File: src/design/dur_pkg.sv
// Shared constants and carriers for the two-channel UART host handshake block.
// Assumes a 32-bit APB register bus with one aligned word per register.
package dur_pkg;
   localparam int unsigned DUR_CHANS = 2;
   localparam int unsigned DUR_CNT_W = 7;
   localparam int unsigned DUR_DATA_W = 32;
   localparam int unsigned DUR_IDX_LSB = 2;
   localparam int unsigned DUR_IDX_MSB = 4;
   localparam int unsigned DUR_CHAN_BIT = 5;
   localparam int unsigned DUR_MAP_TOP = 6;
   localparam logic [2:0] DUR_IDX_RX_TRIG = 3'h0;
   localparam logic [2:0] DUR_IDX_TX_TRIG = 3'h1;
   localparam logic [2:0] DUR_IDX_EFR = 3'h2;
   localparam logic [2:0] DUR_IDX_MCR = 3'h3;
   localparam logic [2:0] DUR_IDX_MSR = 3'h4;
   localparam logic [2:0] DUR_IDX_LEVEL = 3'h5;
   localparam logic [2:0] DUR_IDX_INT_STAT = 3'h6;
   localparam logic [2:0] DUR_IDX_INT_MASK = 3'h7;
   localparam int unsigned DUR_MCR_RTS_BIT = 1;
   localparam int unsigned DUR_MCR_LOOP_BIT = 4;
   localparam int unsigned DUR_MSR_CTS_BIT = 4;
   localparam int unsigned DUR_EFR_AUTO_CTS_BIT = 7;
   localparam int unsigned DUR_LEVEL_TX_LSB = 8;
   localparam int unsigned DUR_LEVEL_ERR_BIT = 16;
   localparam int unsigned DUR_EV_W = 4;
   localparam int unsigned DUR_EV_RX_READY = 0;
   localparam int unsigned DUR_EV_TX_READY = 1;
   localparam int unsigned DUR_EV_CTS_CHANGE = 2;
   localparam int unsigned DUR_EV_RX_ERROR = 3;
   localparam logic [6:0] DUR_RX_TRIG_RST = 7'h01;
   localparam logic [6:0] DUR_TX_TRIG_RST = 7'h01;
   localparam logic [7:0] DUR_EFR_RST = 8'h00;
   localparam logic [7:0] DUR_MCR_RST = 8'h00;
   localparam logic [3:0] DUR_INT_STAT_RST = 4'h0;
   localparam logic [3:0] DUR_INT_MASK_RST = 4'h0;

   typedef struct packed {
      logic [6:0] rx_trig;
      logic [6:0] tx_trig;
      logic auto_cts;
      logic loopback;
   } dur_chan_cfg_t;

   typedef struct packed {
      logic [6:0] rx_count;
      logic rx_timeout;
      logic rx_error;
      logic [6:0] tx_free;
      logic tx_full;
   } dur_fifo_stat_t;
endpackage

File: src/design/dur_chan.sv
// One channel: ready handshakes, loopback routing and clear-to-send sampling.
// Assumes FIFO status inputs synchronous to ref_clk_i.
`timescale 1ns/1ps
`default_nettype none
module dur_chan
(
   input wire logic ref_clk_i,
   input wire logic rst_n_i,
   input wire logic ce_i,
   input wire dur_pkg::dur_chan_cfg_t cfg_i,
   input wire dur_pkg::dur_fifo_stat_t fifo_i,
   input wire logic clear_to_send_n_i,
   input wire logic rx_serial_pin_i,
   input wire logic tx_serial_core_i,
   output logic rx_ready_n_o,
   output logic tx_ready_n_o,
   output logic serial_out_o,
   output logic rx_serial_core_o,
   output logic tx_allow_o,
   output logic cts_active_o,
   output logic [dur_pkg::DUR_EV_W-1:0] events_o
);
   logic rx_rdy;
   logic next_rx_rdy;
   logic tx_rdy;
   logic next_tx_rdy;
   logic cts_q;
   logic next_cts_q;
   logic ser_out;
   logic next_ser_out;
   logic rx_core;
   logic next_rx_core;

   always_comb
   begin
      next_rx_rdy = rx_rdy;
      if (fifo_i.rx_count == 7'h00 || fifo_i.rx_error)
         next_rx_rdy = 1'b0;
      else if (fifo_i.rx_count >= cfg_i.rx_trig || fifo_i.rx_timeout)
         next_rx_rdy = 1'b1;
      next_tx_rdy = tx_rdy;
      if (fifo_i.tx_full)
         next_tx_rdy = 1'b0;
      else if (fifo_i.tx_free >= cfg_i.tx_trig)
         next_tx_rdy = 1'b1;
      next_cts_q = ~clear_to_send_n_i;
      next_ser_out = cfg_i.loopback ? 1'b1 : tx_serial_core_i;
      next_rx_core = cfg_i.loopback ? tx_serial_core_i : rx_serial_pin_i;
   end

   always_ff @(posedge ref_clk_i or negedge rst_n_i)
   begin
      if (!rst_n_i)
      begin
         rx_rdy <= 1'b0;
         tx_rdy <= 1'b0;
         cts_q <= 1'b0;
         ser_out <= 1'b1;
         rx_core <= 1'b1;
      end
      else if (ce_i)
      begin
         rx_rdy <= next_rx_rdy;
         tx_rdy <= next_tx_rdy;
         cts_q <= next_cts_q;
         ser_out <= next_ser_out;
         rx_core <= next_rx_core;
      end
   end

   always_comb
   begin
      events_o = '0;
      events_o[dur_pkg::DUR_EV_RX_READY] = ce_i & next_rx_rdy & ~rx_rdy;
      events_o[dur_pkg::DUR_EV_TX_READY] = ce_i & next_tx_rdy & ~tx_rdy;
      events_o[dur_pkg::DUR_EV_CTS_CHANGE] = ce_i & (next_cts_q ^ cts_q);
      events_o[dur_pkg::DUR_EV_RX_ERROR] = ce_i & fifo_i.rx_error;
   end

   assign rx_ready_n_o = ~rx_rdy;
   assign tx_ready_n_o = ~tx_rdy;
   assign serial_out_o = ser_out;
   assign rx_serial_core_o = rx_core;
   assign cts_active_o = cts_q;
   assign tx_allow_o = ~cfg_i.auto_cts | cts_q;
endmodule
`default_nettype wire

File: src/design/dur_rst_sync.sv
// Reset release synchroniser.
// Assumes an active-low asynchronous reset at the input.
`timescale 1ns/1ps
`default_nettype none
module dur_rst_sync
(
   input wire logic ref_clk_i,
   input wire logic reset_n_i,
   output logic rst_n_o
);
   logic stage1;
   logic stage2;

   always_ff @(posedge ref_clk_i or negedge reset_n_i)
   begin
      if (!reset_n_i)
      begin
         stage1 <= 1'b0;
         stage2 <= 1'b0;
      end
      else
      begin
         stage1 <= 1'b1;
         stage2 <= stage1;
      end
   end

   assign rst_n_o = stage2;
endmodule
`default_nettype wire

File: src/design/dur_top.sv
// Two-channel UART host handshake block with an APB register slave.
// Assumes APB master synchronous to ref_clk_i and FIFO status from the UART cores.
//
// Register access over APB and the address map were left to the implementer.
`timescale 1ns/1ps
`default_nettype none
module dur_top
#(
   parameter int unsigned ADDR_W = 12
)
(
   input wire logic ref_clk_i,
   input wire logic reset_n_i,
   input wire logic ce_i,
   input wire logic psel,
   input wire logic penable,
   input wire logic pwrite,
   input wire logic [ADDR_W-1:0] paddr,
   input wire logic [31:0] pwdata,
   output logic [31:0] prdata,
   output logic pready,
   output logic pslverr,
   output logic irq_o,
   input wire dur_pkg::dur_fifo_stat_t fifo_chan_a_i,
   input wire dur_pkg::dur_fifo_stat_t fifo_chan_b_i,
   input wire logic clear_to_send_n_chan_a_i,
   input wire logic clear_to_send_n_chan_b_i,
   input wire logic rx_serial_chan_a_i,
   input wire logic rx_serial_chan_b_i,
   input wire logic tx_serial_core_chan_a_i,
   input wire logic tx_serial_core_chan_b_i,
   output logic rx_ready_n_chan_a_o,
   output logic rx_ready_n_chan_b_o,
   output logic tx_ready_n_chan_a_o,
   output logic tx_ready_n_chan_b_o,
   output logic serial_out_chan_a_o,
   output logic serial_out_chan_b_o,
   output logic rx_serial_core_chan_a_o,
   output logic rx_serial_core_chan_b_o,
   output logic tx_allow_chan_a_o,
   output logic tx_allow_chan_b_o,
   output logic request_to_send_n_chan_a_o,
   output logic request_to_send_n_chan_b_o
);
   localparam int unsigned NCH = dur_pkg::DUR_CHANS;
   localparam int unsigned EVW = dur_pkg::DUR_EV_W;

   logic rst_n;
   logic in_map;
   logic setup;
   logic wr_access;
   logic [2:0] reg_addr;
   logic [NCH-1:0] select_n;
   logic [31:0] next_prdata;
   logic [31:0] rd_word [NCH];
   dur_pkg::dur_fifo_stat_t fifo [NCH];
   dur_pkg::dur_chan_cfg_t cfg [NCH];
   logic [NCH-1:0] cts_n;
   logic [NCH-1:0] rx_pin;
   logic [NCH-1:0] tx_core;
   logic [NCH-1:0] rx_ready_n;
   logic [NCH-1:0] tx_ready_n;
   logic [NCH-1:0] ser_out;
   logic [NCH-1:0] rx_core;
   logic [NCH-1:0] tx_allow;
   logic [NCH-1:0] cts_active;
   logic [NCH-1:0] rts_n;
   logic [NCH-1:0] irq_chan;
   logic [EVW-1:0] events [NCH];
   logic [6:0] rx_trig [NCH];
   logic [6:0] tx_trig [NCH];
   logic [7:0] enhanced_feature_register [NCH];
   logic [7:0] modem_control_register [NCH];
   logic [EVW-1:0] int_stat [NCH];
   logic [EVW-1:0] int_mask [NCH];

   dur_rst_sync u_rst_sync
   (
      .ref_clk_i(ref_clk_i),
      .reset_n_i(reset_n_i),
      .rst_n_o(rst_n)
   );

   assign fifo[0] = fifo_chan_a_i;
   assign fifo[1] = fifo_chan_b_i;
   assign cts_n = {clear_to_send_n_chan_b_i, clear_to_send_n_chan_a_i};
   assign rx_pin = {rx_serial_chan_b_i, rx_serial_chan_a_i};
   assign tx_core = {tx_serial_core_chan_b_i, tx_serial_core_chan_a_i};

   // Address decode: word index and channel select
   assign reg_addr = paddr[dur_pkg::DUR_IDX_MSB:dur_pkg::DUR_IDX_LSB];
   assign in_map = (paddr >> dur_pkg::DUR_MAP_TOP) == '0;
   assign setup = psel & ~penable;
   assign wr_access = psel & penable & pwrite & in_map;
   assign pready = 1'b1;
   assign pslverr = psel & penable & ~in_map;

   genvar c;
   generate
      for (c = 0; c < NCH; c++)
      begin : g_chan
         logic [6:0] next_rx_trig;
         logic [6:0] next_tx_trig;
         logic [7:0] next_efr;
         logic [7:0] next_mcr;
         logic [EVW-1:0] next_int_stat;
         logic [EVW-1:0] next_int_mask;
         logic next_rts_n;
         logic hit;

         // Channel select derived from the channel address bit
         assign select_n[c] = ~(psel & in_map &
            (paddr[dur_pkg::DUR_CHAN_BIT] == 1'(c)));

         always_comb
         begin
            hit = wr_access & ~select_n[c];
            next_rx_trig = rx_trig[c];
            next_tx_trig = tx_trig[c];
            next_efr = enhanced_feature_register[c];
            next_mcr = modem_control_register[c];
            next_int_mask = int_mask[c];
            next_int_stat = int_stat[c];
            if (hit)
            begin
               case (reg_addr)
                  dur_pkg::DUR_IDX_RX_TRIG: next_rx_trig = pwdata[6:0];
                  dur_pkg::DUR_IDX_TX_TRIG: next_tx_trig = pwdata[6:0];
                  dur_pkg::DUR_IDX_EFR: next_efr = pwdata[7:0];
                  dur_pkg::DUR_IDX_MCR: next_mcr = pwdata[7:0];
                  dur_pkg::DUR_IDX_INT_MASK: next_int_mask = pwdata[EVW-1:0];
                  dur_pkg::DUR_IDX_INT_STAT: next_int_stat = int_stat[c] & ~pwdata[EVW-1:0];
                  default: next_rx_trig = rx_trig[c];
               endcase
            end
            // A new event outweighs a simultaneous clear
            next_int_stat = next_int_stat | events[c];
            next_rts_n = ~modem_control_register[c][dur_pkg::DUR_MCR_RTS_BIT];
         end

         always_ff @(posedge ref_clk_i or negedge rst_n)
         begin
            if (!rst_n)
            begin
               rx_trig[c] <= dur_pkg::DUR_RX_TRIG_RST;
               tx_trig[c] <= dur_pkg::DUR_TX_TRIG_RST;
               enhanced_feature_register[c] <= dur_pkg::DUR_EFR_RST;
               modem_control_register[c] <= dur_pkg::DUR_MCR_RST;
               int_stat[c] <= dur_pkg::DUR_INT_STAT_RST;
               int_mask[c] <= dur_pkg::DUR_INT_MASK_RST;
               rts_n[c] <= 1'b1;
            end
            else if (ce_i)
            begin
               rx_trig[c] <= next_rx_trig;
               tx_trig[c] <= next_tx_trig;
               enhanced_feature_register[c] <= next_efr;
               modem_control_register[c] <= next_mcr;
               int_stat[c] <= next_int_stat;
               int_mask[c] <= next_int_mask;
               rts_n[c] <= next_rts_n;
            end
         end

         always_comb
         begin
            cfg[c].rx_trig = rx_trig[c];
            cfg[c].tx_trig = tx_trig[c];
            cfg[c].auto_cts = enhanced_feature_register[c][dur_pkg::DUR_EFR_AUTO_CTS_BIT];
            cfg[c].loopback = modem_control_register[c][dur_pkg::DUR_MCR_LOOP_BIT];
         end

         always_comb
         begin
            rd_word[c] = 32'h0000_0000;
            case (reg_addr)
               dur_pkg::DUR_IDX_RX_TRIG: rd_word[c][6:0] = rx_trig[c];
               dur_pkg::DUR_IDX_TX_TRIG: rd_word[c][6:0] = tx_trig[c];
               dur_pkg::DUR_IDX_EFR: rd_word[c][7:0] = enhanced_feature_register[c];
               dur_pkg::DUR_IDX_MCR: rd_word[c][7:0] = modem_control_register[c];
               dur_pkg::DUR_IDX_MSR: rd_word[c][dur_pkg::DUR_MSR_CTS_BIT] = cts_active[c];
               dur_pkg::DUR_IDX_LEVEL:
               begin
                  rd_word[c][6:0] = fifo[c].rx_count;
                  rd_word[c][dur_pkg::DUR_LEVEL_TX_LSB +: 7] = fifo[c].tx_free;
                  rd_word[c][dur_pkg::DUR_LEVEL_ERR_BIT] = fifo[c].rx_error;
               end
               dur_pkg::DUR_IDX_INT_STAT: rd_word[c][EVW-1:0] = int_stat[c];
               dur_pkg::DUR_IDX_INT_MASK: rd_word[c][EVW-1:0] = int_mask[c];
               default: rd_word[c] = 32'h0000_0000;
            endcase
         end

         // Independent channel instance
         dur_chan u_chan
         (
            .ref_clk_i(ref_clk_i),
            .rst_n_i(rst_n),
            .ce_i(ce_i),
            .cfg_i(cfg[c]),
            .fifo_i(fifo[c]),
            .clear_to_send_n_i(cts_n[c]),
            .rx_serial_pin_i(rx_pin[c]),
            .tx_serial_core_i(tx_core[c]),
            .rx_ready_n_o(rx_ready_n[c]),
            .tx_ready_n_o(tx_ready_n[c]),
            .serial_out_o(ser_out[c]),
            .rx_serial_core_o(rx_core[c]),
            .tx_allow_o(tx_allow[c]),
            .cts_active_o(cts_active[c]),
            .events_o(events[c])
         );

         assign irq_chan[c] = |(int_stat[c] & int_mask[c]);

      end
   endgenerate

   // Read data latched in the setup phase, valid through the access phase
   always_comb
   begin
      next_prdata = prdata;
      if (setup)
      begin
         if (!in_map || pwrite)
            next_prdata = 32'h0000_0000;
         else
            next_prdata = rd_word[paddr[dur_pkg::DUR_CHAN_BIT]];
      end
   end

   always_ff @(posedge ref_clk_i or negedge rst_n)
   begin
      if (!rst_n)
         prdata <= 32'h0000_0000;
      else if (ce_i)
         prdata <= next_prdata;
   end

   assign irq_o = |irq_chan;

   assign rx_ready_n_chan_a_o = rx_ready_n[0];
   assign rx_ready_n_chan_b_o = rx_ready_n[1];
   assign tx_ready_n_chan_a_o = tx_ready_n[0];
   assign tx_ready_n_chan_b_o = tx_ready_n[1];
   assign serial_out_chan_a_o = ser_out[0];
   assign serial_out_chan_b_o = ser_out[1];
   assign rx_serial_core_chan_a_o = rx_core[0];
   assign rx_serial_core_chan_b_o = rx_core[1];
   assign tx_allow_chan_a_o = tx_allow[0];
   assign tx_allow_chan_b_o = tx_allow[1];
   assign request_to_send_n_chan_a_o = rts_n[0];
   assign request_to_send_n_chan_b_o = rts_n[1];
endmodule
`default_nettype wire

File: config.mk
export PLATFORM = sky130hd
export DESIGN_NAME = dur_top
export DESIGN_NICKNAME = d
export VERILOG_FILES = /design/src/design/dur_pkg.sv /design/src/design/dur_chan.sv /design/src/design/dur_rst_sync.sv /design/src/design/dur_top.sv
export SDC_FILE = /design/constraint.sdc
export NUM_CORES = 1
export LEC_CHECK = 0
export ABC_AREA = 1
export ABC_CLOCK_PERIOD_IN_PS = 7730
export BUFFER_PORTS_ARGS = -buffer_cell sky130_fd_sc_hd__buf_2
export CAP_MARGIN = 25
export CORE_ASPECT_RATIO = 0.5
export CORE_MARGIN = 2
export CORE_UTILIZATION = 30
export DETAILED_ROUTE_END_ITERATION = 12
export REMOVE_ABC_BUFFERS = 1
export SYNTH_ARGS = -nofsm -noshare
export SYNTH_HDL_FRONTEND = slang
export SYNTH_HIERARCHICAL = 1
export SYNTH_SLANG_ARGS = --single-unit
File: constraint.sdc
create_clock -name ref_clk_i -period 7.73 [get_ports ref_clk_i]
set_input_delay 1.546 -clock ref_clk_i [delete_from_list [all_inputs] [get_ports ref_clk_i]]
set_output_delay 1.546 -clock ref_clk_i [all_outputs]
set_load 0.01 [all_outputs]
==> impl_metrics.json <==
{
  "hold_class": "register to asynchronous set/reset pin",
  "wl_per_cell_um": 16.32,
  "required_ps": 6180,
  "routabilityCongestion": 0.9190,
  "hold_buffers": 0,
  "vias": 6709,
  "ys_types": 33,
  "drc": 0,
  "max_freq_mhz": 256.1,
  "cp-end-kind": "primary output",
  "async_flop_share": 1.000,
  "synth_edf_count": 0,
  "yosysMostFrequentCell": "nand2_1",
  "finalCritPeriodShare": 0.5051,
  "clockBufferDepth": 2,
  "grt_overflow": 0,
  "yosys-top-cells-area": "dfrtp_1, nand2_1, nand4_1",
  "total_leakage_power_uw": 0.004145,
  "status": "complete, no violations",
  "combPwrFrac": 0.135,
  "power_frac_seq": 0.464,
  "syn-instance-count": 968,
  "dieArea_um2": 24300,
  "die_x_um": 218.5,
  "fin_nets": 1142,
  "clock_latency_ps": 370,
  "post_cts_resized": 0,
  "syn_to_final_growth_pct": 12.67,
  "power_uw": 1234,
  "port_buffers": 93,
  "drt-initial-drc-count": 648,
  "cts_buffers": 9,
  "cts_setup_buffers": 0,
  "worst_pin_slew_ps": 878.8,
  "fp.coreArea_um2": 22690,
  "htree_levels": 3,
  "slew_headroom": 0.4120,
  "hpwl_mm": 15.54,
  "fin_util": 0.3427,
  "p_sw_uw": 357.0,
  "cp_max_fo": 3,
  "track_usage": 0.1812,
  "crit_arrival_ps": 2360,
  "ios": 137,
  "synthFlopType": "dfrtp_1",
  "ff_latch_area_um2": 2669,
  "synth_common_cells": "nand2_1, nand4_1, dfrtp_1, inv_1, nand3_1",
  "synth.top_cell.area_share": 0.3481,
  "avgSynthCellArea_um2": 7.128,
  "antenna_left": 0,
  "antenna_found_initial": 4,
  "tns_ps": 0,
  "finClkSkew_ps": 11.85,
  "avgViaCountPerCell": 5.018,
  "nFillCells": 2424,
  "max_cap_viol_count": 0,
  "grt_max_degree": 79,
  "clk_pin_slew_ps": 70,
  "finalHoldViolCount": 0,
  "initial_core_util": 0.3041,
  "powerDensity_nw_per_um2": 158.7,
  "routed_wl_mm": 21.82,
  "setup_violations": 0,
  "rsz0062_at_grt": "no",
  "cts_tree": "yes",
  "grt_pass1_vias": 6304,
  "grt_pass1_wl_mm": 34.47,
  "worstSetupPathType": "input port to primary output",
  "slew_viol_final": 0,
  "syn-cell-area_um2": 6900,
  "stdcell_count": 1337,
  "drive_above_1_share": 0.1497,
  "yosysTopAreaCell": "dfrtp_1",
  "cp-start-kind": "input port",
  "synth_seq_area_share": 0.3862,
  "p_clk_frac": 0.401,
  "fin_crit_ps": 3905,
  "switching_share": 0.2892,
  "ctsRootBufferMaster": "clkbuf_16",
  "multi_input_area_um2": 3532,
  "irDropWorstVdd_mv": 0.09855,
  "p_int_uw": 877.2,
  "cts.sinks": 106,
  "ys_warn_count": 6,
  "fp.dieH_um": 111.2,
  "first_pass_iters": 5,
  "ys_ff_latch": 106,
  "row_count": 39,
  "dpl.cell_count": 1319
}
-- path summary, 6_finish.rpt --
kind	start	end	slack, ps	cells after the start
worst max-delay path	paddr[7]	pslverr	3830	7
worst max register to register	cfg[27]$_DFFE_PN0P_	int_stat[4]$_DFFE_PN0P_	6190	10
max in group asynchronous	u_rst_sync/rst_n_o$_DFF_PN0_	cfg[25]$_DFFE_PN1P_	6540	2
worst min-delay path	u_rst_sync/rst_n_o$_DFF_PN0_	g_chan[1].u_chan/tx_rdy$_DFFE_PN0P_	250	0
worst min register to register	u_rst_sync/rst_n_o$_DFF_PN0_	g_chan[1].u_chan/tx_rdy$_DFFE_PN0P_	250	0
min in group ref_clk_i	u_rst_sync/stage1$_DFF_PN0_	u_rst_sync/rst_n_o$_DFF_PN0_	360	0
-- per-stage QoR --
stage	hold WS [ps]	setup WS (ps)	area [um^2]
floorplan	331.2	4047	6528
global placement	264.0	3817	7433
detailed placement	278.3	3791	7433
CTS	281.0	3814	7745
global route	292.8	3763	7775
finish	249.6	3825	7775
-- cell families after synthesis --
| kind of cell | after synthesis | share of synthesized area |
|---|---|---|
| simple gates | 625 | 0.4060 |
| mux | 2 | 0.002901 |
| buf+inv | 159 | 0.1101 |
| compound gates | 45 | 0.04243 |
| other cells | 3 | 0.001632 |
| fa+ha+maj | 28 | 0.05077 |
| flops | 106 | 0.3862 |
-- worst max-delay path: stages --
cell and delay, ps:
buf_2 90, or2_1 220, nor2_2 170, inv_2 70, nand3_1 80, inv_1 50
buf_2 130
-- power by group through the flow --
stage               Sequential (uW)  Clock, uW  Combinational (uW)
floorplan                       588          0                75.5
global placement                584          0                 161
detailed placement              584          0                 163
CTS                             573        502                 163
global route                    575        531                 184
finish                          573        495                 166
-- cell type report --
type                       count  area share
antenna                        1   0.0003219
clock inverter                 6    0.009334
inverter                      88     0.04248
multi-input combinational    718      0.4543
sequential                   106      0.3433
clock buffer                  10     0.03074
tap                          307     0.04940
timing repair buffer         101     0.07016
-- flip-flops by register name, indices dropped and copies added (netlist names), 8 cells and up --
name / cells
prdata: 16
int_stat: 8
modem_control_register: 14
cfg: 32
int_mask: 8
enhanced_feature_register: 14
-- per-layer routing --
metal,part of all wire,up-vias,track usage
li1,-,3245,-
met1,0.47,3200,0.2574
met2,0.43,216,0.2719
met3,0.065,42,0.04307
met4,0.023,6,0.05306
met5,0.0019,-,0
-- layout by cell type (no fill, tap or decap), drive strengths merged --
cell / instances
nand2: 372
inv: 91
nor2: 63
mux2i: 2
a21o: 2
dfstp: 10
nand3: 79
conb: 18
nor3: 5
a221oi: 2
clkinv: 2
a21boi: 8
nand3b: 4
ha: 28
bufinv: 1
clkbuf: 10
a31oi: 2
dfrtp: 96
diode: 1
a21oi: 11
o21ai: 12
or2: 3
o31ai: 8
buf: 101
nand4: 99
No activity file was read; power rests on OpenSTA's default activity.
